File: src/core/ssalu_cfg.svh
`ifndef SSALU_CFG_SVH
`define SSALU_CFG_SVH
`define SSALU_DATA_W 8
`define SSALU_ADDR_W 8
`define SSALU_NIB_W 4
`define SSALU_MEM_DEPTH 256
`define SSALU_MSB 7
`define SSALU_FLAGS_RST 4'h0
`define SSALU_WREG_RST 8'h00
`define SSALU_FLG_Z 0
`define SSALU_FLG_C 1
`define SSALU_FLG_HR 2
`define SSALU_FLG_SW 3
`endif

File: src/core/ssalu_pkg.sv
`include "ssalu_cfg.svh"
package ssalu_pkg;
  typedef enum logic [2:0]
  {
    SSALU_OP_NONE,
    SSALU_OP_SHL_MEM,
    SSALU_OP_SHLC_MEM,
    SSALU_OP_SWAP_WREG,
    SSALU_OP_SWAP_MEM
  } ssalu_op_t;

  typedef enum logic [1:0]
  {
    SSALU_IDLE,
    SSALU_READ,
    SSALU_WRITE
  } ssalu_state_t;

  function automatic logic [`SSALU_DATA_W-1:0] ssalu_swap_nib(
    input logic [`SSALU_DATA_W-1:0] v
  );
    ssalu_swap_nib = {v[`SSALU_NIB_W-1:0], v[`SSALU_DATA_W-1:`SSALU_NIB_W]};
  endfunction
endpackage

File: src/core/ssalu_unit.sv
`timescale 1ns/10ps
`include "ssalu_cfg.svh"
module ssalu_unit
  import ssalu_pkg::*;
(
  input  wire ssalu_op_t                 op,
  input  wire logic [`SSALU_DATA_W-1:0]  operand,
  input  wire logic                      carry_in,
  output logic      [`SSALU_DATA_W-1:0]  result,
  output logic                           carry_out,
  output logic                           carry_we
);
  always_comb
  begin
    result    = operand;
    carry_out = carry_in;
    carry_we  = 1'b0;
    unique case (op)
      SSALU_OP_SHL_MEM:
      begin
        result    = {operand[`SSALU_DATA_W-2:0], 1'b0};
        carry_out = operand[`SSALU_MSB];
        carry_we  = 1'b1;
      end
      SSALU_OP_SHLC_MEM:
      begin
        result    = {operand[`SSALU_DATA_W-2:0], carry_in};
        carry_out = operand[`SSALU_MSB];
        carry_we  = 1'b1;
      end
      SSALU_OP_SWAP_WREG, SSALU_OP_SWAP_MEM:
        result = ssalu_swap_nib(operand);
      SSALU_OP_NONE:
        result = operand;
    endcase
  end
endmodule

File: src/core/ssalu_core.sv
`timescale 1ns/10ps
`include "ssalu_cfg.svh"
// Summary of operation
// - memory shift left, zero in, msb to carry
// - memory shift left through carry flag
// - memory shifts change only carry flag
// - working register nibbles exchanged
// - working register swap keeps all flags
// - memory byte nibble swap, written back
module ssalu_core
  import ssalu_pkg::*;
(
  input  wire logic                      ref_clk,
  input  wire logic                      rst,
  input  wire logic                      start,
  input  wire ssalu_op_t                 op,
  input  wire logic [`SSALU_ADDR_W-1:0]  addr,
  input  wire logic                      mem_load,
  input  wire logic [`SSALU_ADDR_W-1:0]  load_addr,
  input  wire logic [`SSALU_DATA_W-1:0]  load_data,
  input  wire logic                      wreg_load,
  input  wire logic [`SSALU_DATA_W-1:0]  wreg_data,
  input  wire logic [3:0]                flags_load_val,
  input  wire logic                      flags_load,
  input  wire logic [`SSALU_ADDR_W-1:0]  peek_addr,
  output logic      [`SSALU_DATA_W-1:0]  peek_data,
  output logic      [`SSALU_DATA_W-1:0]  working_register,
  output logic                           zero_flag,
  output logic                           carry_flag,
  output logic                           half_ripple_flag,
  output logic                           signed_wrap_flag,
  output logic                           busy,
  output logic                           done
);
  logic [`SSALU_DATA_W-1:0] mem [`SSALU_MEM_DEPTH];
  ssalu_state_t             state;
  ssalu_op_t                cur_op;
  logic [`SSALU_ADDR_W-1:0] cur_addr;
  logic [`SSALU_DATA_W-1:0] operand;
  logic [`SSALU_DATA_W-1:0] result;
  logic                     next_carry;
  logic                     carry_we;
  logic                     commit;
  logic                     on_mem;
  // one reset word, picked apart per flag so every flag resets in one place
  localparam logic [3:0]    flags_rst = `SSALU_FLAGS_RST;

  // operand latched in READ so memory timing is a plain registered read
  assign on_mem = (cur_op != SSALU_OP_SWAP_WREG);
  assign commit = (state == SSALU_WRITE);
  assign busy   = (state != SSALU_IDLE);

  ssalu_unit u_unit
  (
    .op        (cur_op),
    .operand   (operand),
    .carry_in  (carry_flag),
    .result    (result),
    .carry_out (next_carry),
    .carry_we  (carry_we)
  );

  always_ff @(posedge ref_clk)
  begin
    if (rst)
    begin
      state    <= SSALU_IDLE;
      cur_op   <= SSALU_OP_NONE;
      cur_addr <= '0;
    end
    else
    begin
      unique case (state)
        SSALU_IDLE:
          if (start && op != SSALU_OP_NONE)
          begin
            cur_op   <= op;
            cur_addr <= addr;
            state    <= SSALU_READ;
          end
        SSALU_READ:
          state <= SSALU_WRITE;
        SSALU_WRITE:
          state <= SSALU_IDLE;
        default:
          state <= SSALU_IDLE;
      endcase
    end
  end

  always_ff @(posedge ref_clk)
  begin
    if (rst)
      operand <= `SSALU_WREG_RST;
    else if (state == SSALU_READ)
      operand <= on_mem ? mem[cur_addr] : working_register;
  end

  always_ff @(posedge ref_clk)
  begin
    if (rst)
      done <= 1'b0;
    else
      done <= commit;
  end

  // data and flag written in the same edge
  always_ff @(posedge ref_clk)
  begin
    if (commit && on_mem)
      mem[cur_addr] <= result;
    else if (mem_load && !busy)
      mem[load_addr] <= load_data;
  end

  always_ff @(posedge ref_clk)
  begin
    if (rst)
      working_register <= `SSALU_WREG_RST;
    else if (commit && !on_mem)
      working_register <= result;
    else if (wreg_load && !busy)
      working_register <= wreg_data;
  end

  always_ff @(posedge ref_clk)
  begin
    if (rst)
      carry_flag <= flags_rst[`SSALU_FLG_C];
    else if (commit && carry_we)
      carry_flag <= next_carry;
    else if (flags_load && !busy)
      carry_flag <= flags_load_val[`SSALU_FLG_C];
  end

  // zero, half-ripple and signed-wrap are never written by these operations
  // loads stand in for the rest of the core and are ignored while busy
  always_ff @(posedge ref_clk)
  begin
    if (rst)
    begin
      zero_flag        <= flags_rst[`SSALU_FLG_Z];
      half_ripple_flag <= flags_rst[`SSALU_FLG_HR];
      signed_wrap_flag <= flags_rst[`SSALU_FLG_SW];
    end
    else if (flags_load && !busy)
    begin
      zero_flag        <= flags_load_val[`SSALU_FLG_Z];
      half_ripple_flag <= flags_load_val[`SSALU_FLG_HR];
      signed_wrap_flag <= flags_load_val[`SSALU_FLG_SW];
    end
  end

  always_ff @(posedge ref_clk)
  begin
    peek_data <= mem[peek_addr];
  end

  chk_shl_result: assert property (@(posedge ref_clk) disable iff (rst)
    commit && cur_op == SSALU_OP_SHL_MEM |=> mem[$past(cur_addr)] ==
      {$past(operand[6:0]), 1'b0} && carry_flag == $past(operand[7]))
    else $error("shift left result wrong");
  chk_shlc_result: assert property (@(posedge ref_clk) disable iff (rst)
    commit && cur_op == SSALU_OP_SHLC_MEM |=> mem[$past(cur_addr)] ==
      {$past(operand[6:0]), $past(carry_flag)} && carry_flag == $past(operand[7]))
    else $error("shift through carry wrong");
  chk_shift_flags: assert property (@(posedge ref_clk) disable iff (rst)
    busy |=> $stable(zero_flag) && $stable(half_ripple_flag) && $stable(signed_wrap_flag))
    else $error("shift touched other flags");
  chk_swap_wreg: assert property (@(posedge ref_clk) disable iff (rst)
    commit && cur_op == SSALU_OP_SWAP_WREG |=>
      working_register == {$past(operand[3:0]), $past(operand[7:4])})
    else $error("register swap wrong");
  chk_swap_flags: assert property (@(posedge ref_clk) disable iff (rst)
    commit && cur_op == SSALU_OP_SWAP_WREG |=> $stable(carry_flag) && $stable(zero_flag)
      && $stable(half_ripple_flag) && $stable(signed_wrap_flag))
    else $error("register swap changed flags");
  chk_swap_mem: assert property (@(posedge ref_clk) disable iff (rst)
    commit && cur_op == SSALU_OP_SWAP_MEM |=>
      mem[$past(cur_addr)] == {$past(operand[3:0]), $past(operand[7:4])})
    else $error("memory swap wrong");
  chk_op_latency: assert property (@(posedge ref_clk) disable iff (rst)
    !busy && start && op != SSALU_OP_NONE |=> busy ##1 busy ##1 (!busy && done))
    else $error("operation did not finish in two cycles");
  chk_done_pulse: assert property (@(posedge ref_clk) disable iff (rst)
    done |=> !done)
    else $error("done longer than one cycle");

  // side effects, refused requests and reset
  chk_swap_mem_flags: assert property (@(posedge ref_clk) disable iff (rst)
    commit && cur_op == SSALU_OP_SWAP_MEM |=> $stable(carry_flag) && $stable(zero_flag)
      && $stable(half_ripple_flag) && $stable(signed_wrap_flag))
    else $error("memory swap changed flags");
  chk_wreg_kept_mem: assert property (@(posedge ref_clk) disable iff (rst)
    commit && on_mem |=> $stable(working_register))
    else $error("memory operation wrote working register");
  chk_mem_kept_wreg: assert property (@(posedge ref_clk) disable iff (rst)
    commit && !on_mem |=> mem[$past(cur_addr)] == $past(mem[cur_addr]))
    else $error("register swap wrote memory");
  chk_carry_untouched: assert property (@(posedge ref_clk) disable iff (rst)
    commit && !carry_we |=> $stable(carry_flag))
    else $error("swap wrote carry");
  chk_no_early_write: assert property (@(posedge ref_clk) disable iff (rst)
    busy && !commit |=> $stable(working_register) && $stable(carry_flag))
    else $error("result written before commit");
  chk_done_follows: assert property (@(posedge ref_clk) disable iff (rst)
    commit |=> done && !busy)
    else $error("done missing after commit");
  chk_none_ignored: assert property (@(posedge ref_clk) disable iff (rst)
    !busy && start && op == SSALU_OP_NONE |=> !busy && !done)
    else $error("empty operation started");
  chk_reset_idle: assert property (@(posedge ref_clk)
    rst |=> !busy && !done && working_register == `SSALU_WREG_RST)
    else $error("reset left an operation running");

  cov_shl: cover property (@(posedge ref_clk) commit && cur_op == SSALU_OP_SHL_MEM);
  cov_shlc: cover property (@(posedge ref_clk) commit && cur_op == SSALU_OP_SHLC_MEM
    && carry_flag);
  cov_swap_wreg: cover property (@(posedge ref_clk) commit && cur_op == SSALU_OP_SWAP_WREG);
  cov_swap_mem: cover property (@(posedge ref_clk) commit && cur_op == SSALU_OP_SWAP_MEM);
  cov_refused_load: cover property (@(posedge ref_clk) busy
    && (wreg_load || flags_load || mem_load));
endmodule

File: config.mk
export PLATFORM = sky130hd
export DESIGN_NAME = ssalu_core
export DESIGN_NICKNAME = d
export VERILOG_FILES = /design/src/core/ssalu_pkg.sv /design/src/core/ssalu_unit.sv /design/src/core/ssalu_core.sv
export VERILOG_INCLUDE_DIRS = /design/src /design/src/core
export SDC_FILE = /design/constraint.sdc
export NUM_CORES = 2
export LEC_CHECK = 0
export BUFFER_PORTS_ARGS = -buffer_cell sky130_fd_sc_hd__clkbuf_2
export CAP_MARGIN = 20
export CORE_MARGIN = 2
export CORE_UTILIZATION = 45
export DETAILED_ROUTE_END_ITERATION = 7
export HOLD_SLACK_MARGIN = 0.06
export PLACE_DENSITY_LB_ADDON = 0.12
export SLEW_MARGIN = 20
export SYNTH_ARGS = -nofsm -noshare
export SYNTH_HDL_FRONTEND = slang
export SYNTH_HIERARCHICAL = 1
export SYNTH_SLANG_ARGS = --single-unit
File: constraint.sdc
create_clock -name ref_clk -period 12.3 [get_ports ref_clk]
set_clock_uncertainty 0.15 [all_clocks]
set_input_delay 2.46 -clock ref_clk [delete_from_list [all_inputs] [get_ports ref_clk]]
set_output_delay 2.46 -clock ref_clk [all_outputs]
set_load 0.005 [all_outputs]
==> impl_metrics.json <==
{
  "post-route-min-period_ns": 6.533,
  "syn_to_final_growth_pct": 11.48,
  "gr-usage-met3_pct": 6.112,
  "synth_flop_cell": "edfxtp_1",
  "cts_root_buf": "clkbuf_16",
  "rsz0062_at_grt": "no",
  "yosysWarnings": 6,
  "ioPinCount": 75,
  "p_leak_nw": 33.61,
  "final_hold_viol_count": 0,
  "fin_crit_sh_pct": 53.12,
  "max-cap-violations": 0,
  "ys_async_sr_fraction_pct": 0,
  "fin_util_pct": 50.48,
  "timing.slew.headroom_pct": 17.64,
  "rrSetupSlack_ns": 6.33,
  "whs_path_depth": 2,
  "finalSetupViolations": 0,
  "grt_usage_pct": 29.71,
  "grt-ovfl-total": 0,
  "use_met2_pct": 47.13,
  "clkSinkCount": 2098,
  "nets": 5229,
  "clk_path_buf_depth": 3,
  "grt_pass1_vias": 56750,
  "grt_pass1_wl_mm": 458.6,
  "worstMarginPinSlew_ns": 1.231,
  "cts_made_buffers": 222,
  "cp_cell_sequence": "buf_8 -> buf_4 -> buf_4 -> mux4_2 -> mux4_2 -> a22oi_1 -> nand2_1 -> a22oi_1 -> nand3_1",
  "power-per-cell-area_nw_per_um2": 151.6,
  "wire_per_inst_microns": 40.14,
  "min_from": "zero_flag",
  "postPlaceCellArea_sq_um": 102400,
  "cts_tree": "yes",
  "synthCells": 5049,
  "antenna_found_initial": 14,
  "initial_core_util_pct": 45.28,
  "end_kind": "flop",
  "drc": 2,
  "fp.dieH_microns": 471.7,
  "seq_area_frac_synth_pct": 63.49,
  "cp.buffers_inverters": 3,
  "cts_setup_buffers": 0,
  "cp.arrival_ns": 7.09,
  "path_delay_family": "buffers and inverters",
  "worst_path_largest_cell_delay_ns": 0.69,
  "antenna_left": 0,
  "synth_area_sq_um": 98440,
  "violations": "DRC",
  "r2r_cells": 10,
  "synth_nets": 5102,
  "die_x_microns": 471.7,
  "status": "finished, violations left",
  "cts_hold_buffers": 0,
  "grt_use_met1_pct": 40.01,
  "path_max_fanout": 85,
  "ys_ff_latch": 2098,
  "crit_slowest_cell": "buf_4",
  "cts.reportedPaths.clkPinSlew_ns": 0.06,
  "coreArea_sq_um": 217400,
  "routed_wl_mm": 330.3,
  "hold_class": "flop to flop",
  "fin_tns_setup_ns": 0,
  "fmax_ghz": 0.1531,
  "htree_num_levels": 4,
  "timing.rr.end": "operand[0]",
  "syn_area_per_cell_sq_um": 19.50,
  "design_area_sq_um": 109700,
  "whs_endpoint": "zero_flag",
  "die_area_sq_um": 222500,
  "num_vias": 56500,
  "ys_types": 69,
  "num_rows": 171,
  "whs_ns": 0.3548,
  "grt_start_max_net_pins": 193,
  "hpwlAfterDp_mm": 215.0,
  "via_per_inst": 6.866,
  "cts-resized-gates": 0,
  "drive_gt1_share_pct": 33.89,
  "vdd_drop_max_mv": 0.1271,
  "busiest_layer": "met2",
  "io_buffer_count": 74,
  "cp.required_ns": 12.86,
  "crit_type": "primary input to flop",
  "dr.first_iter.drc_count": 7919,
  "synth_enable_flop_cells": 2048,
  "clk_latency_ns": 0.88,
  "start_kind": "primary input",
  "finalMaxSlewViolations": 0,
  "dr.pass1.iters": 8,
  "place_congestion": 0.9149
}
state kept, by name, summed over array words and instances, names as in the netlist, named ones only:
signal	flops
done	1
state	2
signed_wrap_flag	1
carry_flag	1
peek_data	8
mem	2048
half_ripple_flag	1
cur_addr	8
operand	8
zero_flag	1
cur_op	3
working_register	8
stage by stage:
stage               worst slack, ns  power [mW]  instances
floorplan                     5.127       9.387       5049
global placement              5.058       9.977       7795
detailed placement            5.079       9.992       7802
CTS                           6.019       16.70       8217
global route                  5.817       17.04       8225
finish                        5.767       16.64       8228
cell type report:
class / instances / area, sq um
tap: 2854 / 3571
inverter: 14 / 56.30
timing repair buffer: 315 / 2397
multi-input combinational: 2525 / 33930
sequential: 2098 / 62520
fill: 17490 / 107600
clock buffer: 274 / 5812
antenna: 7 / 17.52
clock inverter: 141 / 1439
where the power goes:
group / switching (mW) / internal [mW]
registers: 0.0379 / 8.10
logic: 1.15 / 0.568
clock network: 2.89 / 3.89
Yosys cell counts, types with 16 or more instances:
cell	n	area [sq um]
a211oi_1	16	120.1
a21oi_1	47	235.2
a22o_1	21	183.9
a22oi_1	85	638.1
a31oi_1	22	137.6
and2_1	16	100.1
buf_1	22	82.58
buf_2	114	570.6
buf_4	31	232.7
buf_6	31	349.1
clkbuf_1	202	758.2
dfxtp_1	50	1001
edfxtp_1	2048	61500
mux2i_1	192	1922
mux4_1	17	446.7
mux4_2	1093	24620
nand2_1	200	750.7
nand3_1	75	375.4
nand3b_1	17	127.6
nor2_1	334	1254
nor2b_1	21	131.4
nor3_1	43	215.2
o21ai_0	52	260.3
o221ai_1	46	402.9
o22ai_1	48	300.3
worst reg2reg max path, cell delays in order, from the launching register on:
cell and delay [ns]:
dfxtp_4 0.65, buf_4 0.59, buf_4 0.70, buf_4 0.78
nand2b_1 0.91, o221ai_1 0.23, o21ai_0 0.31, a31oi_1 0.07
o21ai_0 0.88, a21oi_1 0.19, a2111o_1 0.41
worst max path at each step:
stage                       startpoint            to  slack [ns]  cells after the start
final                     peek_addr[1]  peek_data[1]        5.77                      9
after global placement    peek_addr[0]  peek_data[5]        5.06                      9
after detailed placement  peek_addr[1]  peek_data[1]        5.08                      9
after CTS                 peek_addr[1]  peek_data[1]        6.02                      9
after global routing      peek_addr[0]  peek_data[7]        5.82                      9
after floorplan               mem_load     mem[0][0]        5.13                      5
metal layers:
layer,vias to the layer above,wire [microns]
met5,-,58
met4,8,16690
met3,638,30750
met2,3184,157500
met1,30630,125300
li1,22040,-
logic make-up (layout without fill, tap and decap cells):
logic type | after synthesis | count (layout) | synth area share [%]
buffers and inverters | 426 | 744 | 2.287
and+or+nand+nor | 764 | 764 | 3.380
muxes | 1313 | 1313 | 27.54
xor gates and xnor gates | 1 | 1 | 0.008899
AOI/OAI and AO/OA | 447 | 447 | 3.292
DFF | 2098 | 2098 | 63.49
other | 0 | 7 | 0
cells in the final DEF (no fill, tap or decap), types with 8 or more instances in the layout:
cell type	instances
edfxtp_1	2048
mux4_2	1093
nor2_1	306
buf_4	225
clkbuf_16	223
mux2i_1	192
nand2_1	191
a22oi_1	85
clkbuf_2	70
nand3_1	67
o21ai_0	51
o22ai_1	48
clkinv_2	47
a21oi_1	47
clkbuf_1	47
o221ai_1	46
clkinv_1	46
dfxtp_1	44
nor3_1	42
nor2_2	28
bufinv_16	26
a31oi_1	22
a22o_1	21
nor2b_1	19
nand3b_1	17
mux4_1	17
and2_1	15
a211oi_1	15
a211o_1	12
buf_12	12
inv_1	11
nand2b_1	11
nand4_1	11
a2111oi_0	10
mux2_2	10
a311oi_1	10
or3_1	9
nand2_4	8
nand3_2	8
a21o_1	8
Note: power is estimated with default switching activity, not from simulation.
